$ cat config.mk
export PLATFORM = sky130hd
export DESIGN_NAME = tp_ctrl
export DESIGN_NICKNAME = d
export VERILOG_FILES = /design/src/rtl/tp_pkg.sv /design/src/rtl/tp_ctrl.sv
export VERILOG_INCLUDE_DIRS = /design/src /design/src/rtl
export SDC_FILE = /design/constraint.sdc
export NUM_CORES = 1
export LEC_CHECK = 0
export BUFFER_PORTS_ARGS = -buffer_cell sky130_fd_sc_hd__buf_4
export CORE_AREA = 2 2 141 143
export DETAILED_ROUTE_END_ITERATION = 10
export DIE_AREA = 0 0 143 145
export HOLD_SLACK_MARGIN = 0.1
export PLACE_DENSITY_LB_ADDON = 0.08
export SLEW_MARGIN = 5
export SYNTH_ARGS = -nofsm -noshare
export SYNTH_HDL_FRONTEND = slang
export SYNTH_SLANG_ARGS = --single-unit
$ cat constraint.sdc
create_clock -name hclk -period 5.1 [get_ports hclk]
set_clock_uncertainty 0.2 [all_clocks]
set_input_delay 0.255 -clock hclk [delete_from_list [all_inputs] [get_ports hclk]]
set_output_delay 0.255 -clock hclk [all_outputs]
set_load 0.005 [all_outputs]
$ cat src/rtl/tp_regs.svh
// Constants for the paper-tape presence and punch controller.
// Assumes a 40 MHz hclk; included by the package and the top module.
`ifndef TP_REGS_SVH
`define TP_REGS_SVH
`define TP_IOT_ADDR     8'h00
`define TP_CTRL_ADDR    8'h04
`define TP_STAT_ADDR    8'h08
`define TP_RBUF_ADDR    8'h0c
`define TP_CTRL_IALLOW  0
`define TP_CTRL_PCLR    1
`define TP_CTRL_RST     1'b1
`define TP_IOT_RD0      12'o6014
`define TP_IOT_RD1      12'o6016
`define TP_IOT_PN0      12'o6024
`define TP_IOT_PN1      12'o6026
`define TP_CNT_W        20
`define TP_CLK_MHZ      40
`define TP_STEP_NS      2000
`define TP_STEP_CYC     ((`TP_STEP_NS * `TP_CLK_MHZ) / 1000)
`define TP_PRES_START_US 10000
`define TP_PRES_RUN_US  8500
`define TP_RUNOUT_US    3340
`define TP_FIRE_US      10000
`define TP_PCYCLE_US    20000
`define TP_PRES_START_CYC (`TP_PRES_START_US * `TP_CLK_MHZ)
`define TP_PRES_RUN_CYC (`TP_PRES_RUN_US * `TP_CLK_MHZ)
`define TP_RUNOUT_CYC   (`TP_RUNOUT_US * `TP_CLK_MHZ)
`define TP_FIRE_CYC     (`TP_FIRE_US * `TP_CLK_MHZ)
`define TP_PCYCLE_CYC   (`TP_PCYCLE_US * `TP_CLK_MHZ)
`endif

$ cat src/rtl/tp_pkg.sv
// Types for the paper-tape presence and punch controller.
// Assumes tp_regs.svh is on the include path.
`include "tp_regs.svh"
package tp_pkg;
    // Pins from the mechanism, all asynchronous
    typedef struct packed {
        logic       sprocket_sense;
        logic       read_clock_pulse;
        logic       read_capture_strobe;
        logic       punch_cycle_sync;
        logic       feed_switch;
        logic [7:0] read_holes;
    } tp_pins_t;
    // Reader-side outputs
    typedef struct packed {
        logic       tape_present;
        logic       tape_absent;
        logic       reader_motion_enable;
        logic       step_pulse;
        logic [7:0] reader_buffer;
    } tp_rdr_out_t;
    // Punch-side outputs
    typedef struct packed {
        logic       punch_fire;
        logic [1:8] punch_pattern_lines;
        logic       interrupt_request;
    } tp_pun_out_t;
    typedef enum logic [1:0] {TP_IOT_NONE, TP_IOT_READ, TP_IOT_PUNCH} tp_iot_t;
    // Whole state of the controller
    typedef struct packed {
        tp_pins_t              s1, s2, s3, f;
        logic [31:0]           hrdata;
        logic                  wr_pend;
        logic [7:0]            waddr;
        logic                  iallow;
        logic                  rd_run, rd_ena, arm, xc, startup;
        logic [`TP_CNT_W-1:0]  pres, hi_cnt;
        logic [7:0]            step_cnt;
        logic                  step;
        logic [7:0]            rbuf;
        logic [4:11]           pbuf;
        logic                  p_run, p_sync, p_flag;
        logic [`TP_CNT_W-1:0]  busy, fire;
    } tp_state_t;
endpackage : tp_pkg

$ cat src/rtl/tp_ctrl.sv
// Paper-tape presence watcher, read request gate and punch sequencer.
// Assumes an AHB-Lite master on hclk and asynchronous mechanism pins.
//
// The register addresses and register access over AHB-Lite were chosen for this implementation.
`include "tp_regs.svh"
module tp_ctrl #(
    parameter logic [`TP_CNT_W-1:0] PRES_START_CYC = `TP_CNT_W'(`TP_PRES_START_CYC),
    parameter logic [`TP_CNT_W-1:0] PRES_RUN_CYC   = `TP_CNT_W'(`TP_PRES_RUN_CYC),
    parameter logic [`TP_CNT_W-1:0] RUNOUT_CYC     = `TP_CNT_W'(`TP_RUNOUT_CYC),
    parameter logic [`TP_CNT_W-1:0] FIRE_CYC       = `TP_CNT_W'(`TP_FIRE_CYC),
    parameter logic [`TP_CNT_W-1:0] PCYCLE_CYC     = `TP_CNT_W'(`TP_PCYCLE_CYC)
) (
    // Clock and reset
    input  wire logic          hclk,
    input  wire logic          hresetn,
    // AHB-Lite slave
    input  wire logic          hsel,
    input  wire logic [31:0]   haddr,
    input  wire logic [1:0]    htrans,
    input  wire logic          hwrite,
    input  wire logic [2:0]    hsize,
    input  wire logic [31:0]   hwdata,
    input  wire logic          hready,
    output logic               hreadyout,
    output logic               hresp,
    output logic [31:0]        hrdata,
    // Mechanism pins
    input  wire tp_pkg::tp_pins_t    pins,
    output tp_pkg::tp_rdr_out_t      rdr,
    output tp_pkg::tp_pun_out_t      pun
);
    import tp_pkg::*;

    localparam logic [7:0] STEP_CYC = 8'(`TP_STEP_CYC);

    tp_state_t q;                // Registered state
    tp_state_t d;                // Next state
    logic      sprk_fall;        // Sprocket trailing edge
    logic      clk_ev;           // Read clock pulse seen
    logic      cap_ev;           // Capture strobe seen
    logic      sync_ev;          // Punch cycle sync seen
    logic      feed_ev;          // Feed switch pressed
    logic      wr_iot;           // Instruction write in data phase
    tp_iot_t   iot;              // Decoded instruction kind
    logic      addr_ok;          // Accepted address phase
    logic      present;          // Presence timer triggered
    tp_pins_t  filt;             // Filtered pin levels

    // Instruction code to its effect
    function automatic tp_iot_t iot_decode(input logic [11:0] code);
        if (code == `TP_IOT_RD0 || code == `TP_IOT_RD1) begin
            return TP_IOT_READ;
        end else if (code == `TP_IOT_PN0 || code == `TP_IOT_PN1) begin
            return TP_IOT_PUNCH;
        end else begin
            return TP_IOT_NONE;
        end
    endfunction : iot_decode

    // Filter: a pin counts once stages two and three agree
    function automatic tp_pins_t pin_filter(input tp_pins_t a, input tp_pins_t b,
                                            input tp_pins_t cur);
        logic [12:0] dis;
        dis = 13'(a ^ b);
        return tp_pins_t'((13'(b) & ~dis) | (13'(cur) & dis));
    endfunction : pin_filter

    // Edges on the filtered pins; stage one is never looked at
    always_comb begin
        filt      = pin_filter(q.s2, q.s3, q.f);
        sprk_fall = q.f.sprocket_sense & ~filt.sprocket_sense;
        clk_ev    = ~q.f.read_clock_pulse & filt.read_clock_pulse;
        cap_ev    = ~q.f.read_capture_strobe & filt.read_capture_strobe;
        sync_ev   = ~q.f.punch_cycle_sync & filt.punch_cycle_sync;
        feed_ev   = ~q.f.feed_switch & filt.feed_switch;
    end

    // Bus decode helpers
    assign addr_ok = hsel & hready & htrans[1];
    assign wr_iot  = q.wr_pend && q.waddr == `TP_IOT_ADDR;
    assign iot     = wr_iot ? iot_decode(hwdata[11:0]) : TP_IOT_NONE;
    assign present = q.pres != '0;

    // Next-state logic for the whole block
    always_comb begin
        d.s1      = pins;
        d.s2      = q.s1;
        d.s3      = q.s2;
        d.f       = filt;
        d.wr_pend = addr_ok & hwrite;
        d.waddr   = haddr[7:0];
        d.hrdata  = q.hrdata;
        d.iallow  = q.iallow;
        // Read data prepared in the address phase, shown in the data phase
        if (addr_ok && !hwrite) begin
            if (haddr[7:0] == `TP_CTRL_ADDR) begin
                d.hrdata = {31'h0, q.iallow};
            end else if (haddr[7:0] == `TP_STAT_ADDR) begin
                d.hrdata = {22'h0, q.p_flag, q.p_sync, q.p_run, q.xc, q.arm,
                            q.rd_ena, q.rd_run, ~present, present, q.fire != '0};
            end else if (haddr[7:0] == `TP_RBUF_ADDR) begin
                d.hrdata = {24'h0, q.rbuf};
            end else begin
                d.hrdata = 32'h0; // Unmapped or write-only reads zero
            end
        end
        // Control writes
        if (q.wr_pend && q.waddr == `TP_CTRL_ADDR) begin
            d.iallow = hwdata[`TP_CTRL_IALLOW];
        end

        // Reader run request and motion enable
        d.rd_run  = q.rd_run;
        d.rd_ena  = q.rd_ena;
        d.startup = q.startup;
        if (cap_ev) begin
            d.rd_run  = 1'b0;
            d.startup = 1'b0;
        end
        if (iot == TP_IOT_READ && present) begin
            d.rd_run = 1'b1;
        end
        if (clk_ev && !q.rd_run) begin
            d.rd_ena = 1'b0;
        end else if (q.rd_run && !q.rd_ena) begin
            d.rd_ena  = 1'b1;
            d.startup = 1'b1;
        end
        // Arm follows motion enable, so hold drops while running
        d.arm = q.rd_ena;

        // Cross-coupled latch: cleared by sprocket fall, set on expiry
        d.xc = q.xc;
        if (sprk_fall) begin
            d.xc = 1'b0;
        end else if (q.pres == `TP_CNT_W'(1)) begin
            d.xc = 1'b1;
        end

        // Presence timer: a cycle counter standing in for the one-shot
        d.pres = q.pres;
        if (sprk_fall) begin
            // Slow start-up tolerates longer gaps than steady running
            d.pres = q.startup ? PRES_START_CYC : PRES_RUN_CYC;
        end else if (!q.arm && !q.xc && present) begin
            d.pres = PRES_RUN_CYC;
        end else if (present) begin
            d.pres = q.pres - `TP_CNT_W'(1);
        end

        // Run-out detector: sprocket high longer than a character period
        d.hi_cnt = q.hi_cnt;
        if (!q.f.sprocket_sense) begin
            d.hi_cnt = '0;
        end else if (q.hi_cnt != RUNOUT_CYC) begin
            d.hi_cnt = q.hi_cnt + `TP_CNT_W'(1);
        end
        d.rbuf = q.rbuf;
        if (cap_ev) begin
            // During run-out the web no longer masks the array
            d.rbuf = q.f.read_holes | {8{q.hi_cnt == RUNOUT_CYC}};
        end

        // Step pulse a short delay after each read clock
        d.step     = 1'b0;
        d.step_cnt = q.step_cnt;
        if (clk_ev) begin
            d.step_cnt = STEP_CYC;
        end else if (q.step_cnt != 8'h0) begin
            d.step_cnt = q.step_cnt - 8'h1;
            d.step     = q.step_cnt == 8'h1;
        end

        // Punch buffer: feed punches blank tape
        d.pbuf = q.pbuf;
        if (iot == TP_IOT_PUNCH) begin
            d.pbuf = hwdata[23:16];
        end else if (feed_ev) begin
            d.pbuf = 8'h0;
        end

        // Punch run and sync request
        d.p_run  = q.p_run;
        d.p_sync = q.p_sync;
        d.busy   = q.busy;
        d.fire   = q.fire;
        if (q.busy != '0) begin
            d.busy = q.busy - `TP_CNT_W'(1);
        end
        if (q.fire != '0) begin
            d.fire = q.fire - `TP_CNT_W'(1);
        end
        if (q.busy == `TP_CNT_W'(1)) begin
            d.p_run = 1'b0;
        end
        if (iot == TP_IOT_PUNCH || feed_ev) begin
            d.p_run  = 1'b1;
            d.p_sync = 1'b1;
        end else if (sync_ev && q.p_sync) begin
            d.p_sync = 1'b0;
            d.busy   = PCYCLE_CYC;
            d.fire   = FIRE_CYC;
        end

        // Punch flag: cycle end sets, write-one clears, set wins
        d.p_flag = q.p_flag;
        if (q.wr_pend && q.waddr == `TP_CTRL_ADDR && hwdata[`TP_CTRL_PCLR]) begin
            d.p_flag = 1'b0;
        end
        if (q.busy == `TP_CNT_W'(1)) begin
            d.p_flag = 1'b1;
        end
    end

    // State register; initialize empties every request and timer
    always_ff @(posedge hclk or negedge hresetn) begin
        if (!hresetn) begin
            q        <= '0;
            q.xc     <= 1'b1;
            q.iallow <= `TP_CTRL_RST;
        end else begin
            q <= d;
        end
    end

    // Bus answers: zero wait, always OKAY
    assign hreadyout = 1'b1;
    assign hresp     = 1'b0;
    assign hrdata    = q.hrdata;

    // Pin outputs straight from state
    assign rdr.tape_present         = present;
    assign rdr.tape_absent          = ~present;
    assign rdr.reader_motion_enable = q.rd_ena;
    assign rdr.step_pulse           = q.step;
    assign rdr.reader_buffer        = q.rbuf;
    assign pun.punch_fire           = q.fire != '0;
    assign pun.punch_pattern_lines  = q.pbuf;
    assign pun.interrupt_request    = q.p_flag & q.iallow;

    localparam int STEP_MAX = `TP_STEP_CYC + 2;
endmodule : tp_ctrl

==> impl_metrics.ini <==
[setup_path]
critPathBufInv = 2
cp-end-kind = output port
critPathRequiredTime_ps = 4640
cp_slowest_stage_delay_ps = 560
crit_path_cell_trace = or4_4, or3_1, nor4b_4, inv_1, buf_4
critPathLaunchType = flop
cpLargestDelayFamily = simple AND/OR/NAND/NOR gates
crit_slowest_cell = or4_4
arrival_ps = 2640
path_class = flop to output port
cp_max_fo = 9

[placed_design]
hpwl_mm = 12.3
gp_congestion = 0.851
dp.cells = 1113
port_buffers = 78

[floorplan]
ioPinCount = 143
die_w_um = 143
rows = 51
start_util = 0.442
die_h_um = 145
core_sq_mm = 0.0192
die_area_sq_mm = 0.0207

[power]
p_total_w = 0.00372
pwr_density_cell_mw_per_mm2 = 373
p_leak_nw = 4.29
ir_worst_vdd_mv = 0.242

[finish]
multi_input_area_sq_mm = 0.00333
final_cells = 1183
nFillCells = 1710
layout-drive-gt1-share = 0.143
fin_util = 0.518
syn2layout_area_growth_pct = 17.4
regArea_sq_mm = 0.00463
fin_nets = 1003

[grt]
grt.busiest_layer = met2
grt_pass1_vias = 6001
grt_pass1_wl_mm = 30.2
use_met3 = 0.0366
antenna_found_initial = 1
grt_max_degree = 102
grt_use_total = 0.183
grt_use_met1 = 0.255
grt_use_met2 = 0.284
overflow = 0

[sta]
fin_tns_setup_ps = 0
hold_viol_final = 0
rsz0062_at_grt = no
timing.fmax_ghz = 0.323
tightest_slew_ps = 1170
setup_viol = 0
slew_headroom = 0.210
slew_violations = 0
holdWs_ps = 144
min_period_ps = 3100
post-route-period-util = 0.608

[clocking]
cts_max_path_buffers = 2
htreeDepth = 4
clk_latency_ps = 430
clk_pin_slew_ps = 70
cts_root_buffer = clkbuf_16
cts_sinks = 185
cts_tree = built
cts_buffers = 17
post_cts_buffers = 0

[job]
drv_cap = 0

[synthesis]
synth_common_cells = dfrtp_1 (183), nand2_1 (89), nor2_1 (74)
synth_warnings = 0
ys_seq_elements = 185
synth_largest_area_cell = dfrtp_1
avgSynthCellArea_sq_um = 10.2
netlist_top_cells_area = dfrtp_1 (54%), buf_4 (4.7%), nand2_1 (3.9%)
synth_area_sq_mm = 0.00848
async_reset_ff_frac = 1.00
synth_cell_types = 61
syn_inst = 829
synth_most_common_cell = dfrtp_1
synth_edf_count = 0
synth-main-ff-cell = dfrtp_1
ys_seq_area_frac = 0.546
synth_top_area_share = 0.540

[route]
avgRoutedWirePerCell_um = 15.2
vias = 6117
antenna_left = 0
dr.pass1.iters = 4
routed_via_density = 5.17
wirelength_mm = 17.9
drtIter0Drc = 381
drc = 0

[worst_hold_path]
hp-class = primary input to flop

[run_status]
status = complete, no violations
## path summary, 6_finish.rpt
| path | startpoint | endpoint | slack, ps | cells after the start |
|---|---|---|---|---|
| max | q[92] | rdr[11] | 2000 | 5 |
| min | hready | hrdata[0] | 140 | 4 |
| max reg2reg | q[92] | q[103] | 2170 | 5 |
| min reg2reg | d[184] | d[171] | 150 | 0 |
| max in group asynchronous | hresetn | q[97] | 3350 | 3 |
| min in group asynchronous | hresetn | q[99] | 280 | 2 |
## layout by cell type (no fill, tap or decap), types with 6 or more instances in the layout
cell / n
xor2_1: 10
nor4_1: 23
nor2_1: 74
ha_1: 12
mux2i_1: 8
xnor2_1: 26
nor3_1: 26
dfrtp_1: 183
buf_4: 82
nand3b_1: 7
or4_1: 9
nand2_1: 89
a21oi_1: 37
maj3_1: 13
dlygate4sd3_1: 37
clkbuf_16: 17
or3_1: 13
nand4_1: 9
nand2b_1: 11
conb_1: 24
nor4b_1: 6
nand3_1: 25
o31ai_1: 9
inv_1: 21
o21ai_0: 30
and2_1: 16
## logic make-up after synthesis
group,after synthesis,synth area share
flops,185,0.546
other cells,2,0.000885
xor+xnor,36,0.0372
fa+ha+maj,25,0.0330
simple gates,347,0.214
compound gates,117,0.0842
mux,10,0.0121
buf+inv,107,0.0721
## report_power, final
group | leakage (nW) | total [W] | internal (W) | switching (W)
logic | 1.73 | 0.000633 | 0.000291 | 0.000341
registers | 2.27 | 0.00180 | 0.00163 | 0.000172
clock network | 0.282 | 0.00128 | 0.000672 | 0.000610
total | 4.29 | 0.00372 | 0.00259 | 0.00112
## worst min-delay path, stage by stage
cell     delay [ps]
buf_4           110
nand3_1          90
nor2_1          130
a21oi_1         140
## cell type report
cell class	instances	area share
diodes	1	0.000251
well taps	265	0.0333
clock buffers	19	0.0455
inverters	21	0.00792
clock inverters	13	0.0126
repair buffers	120	0.100
flip-flops and latches	185	0.465
multi-input cells	559	0.335
## what timing repair did
action	4_1_cts	5_1_grt
resized for setup	0	0
endpoints found under the hold margin	139	0
hold buffers	37	0
## flip-flops by register name (all words and copies together), names as in the netlist, named ones only
signal	flops
d	26
pun	8
q	123
hrdata	10
rdr	10
## metrics by stage
step                cell area (sq um)  setup WS (ps)
floorplan                        8560           2640
global placement                 9000           2170
detailed placement               9000           2170
CTS                              9950           1960
global route                     9950           1800
finish                           9950           2000
## metal layers
| layer | part of all wire | vias to the layer above | wire length (um) |
|---|---|---|---|
| met3 | 0.034 | 20 | 604 |
| met1 | 0.47 | 3017 | 8350 |
| met2 | 0.48 | 116 | 8670 |
| met4 | 0.018 | 0 | 315 |
| li1 | - | 2964 | - |
| met5 | 0 | - | 0 |
No activity file was read; power rests on OpenSTA's default activity.
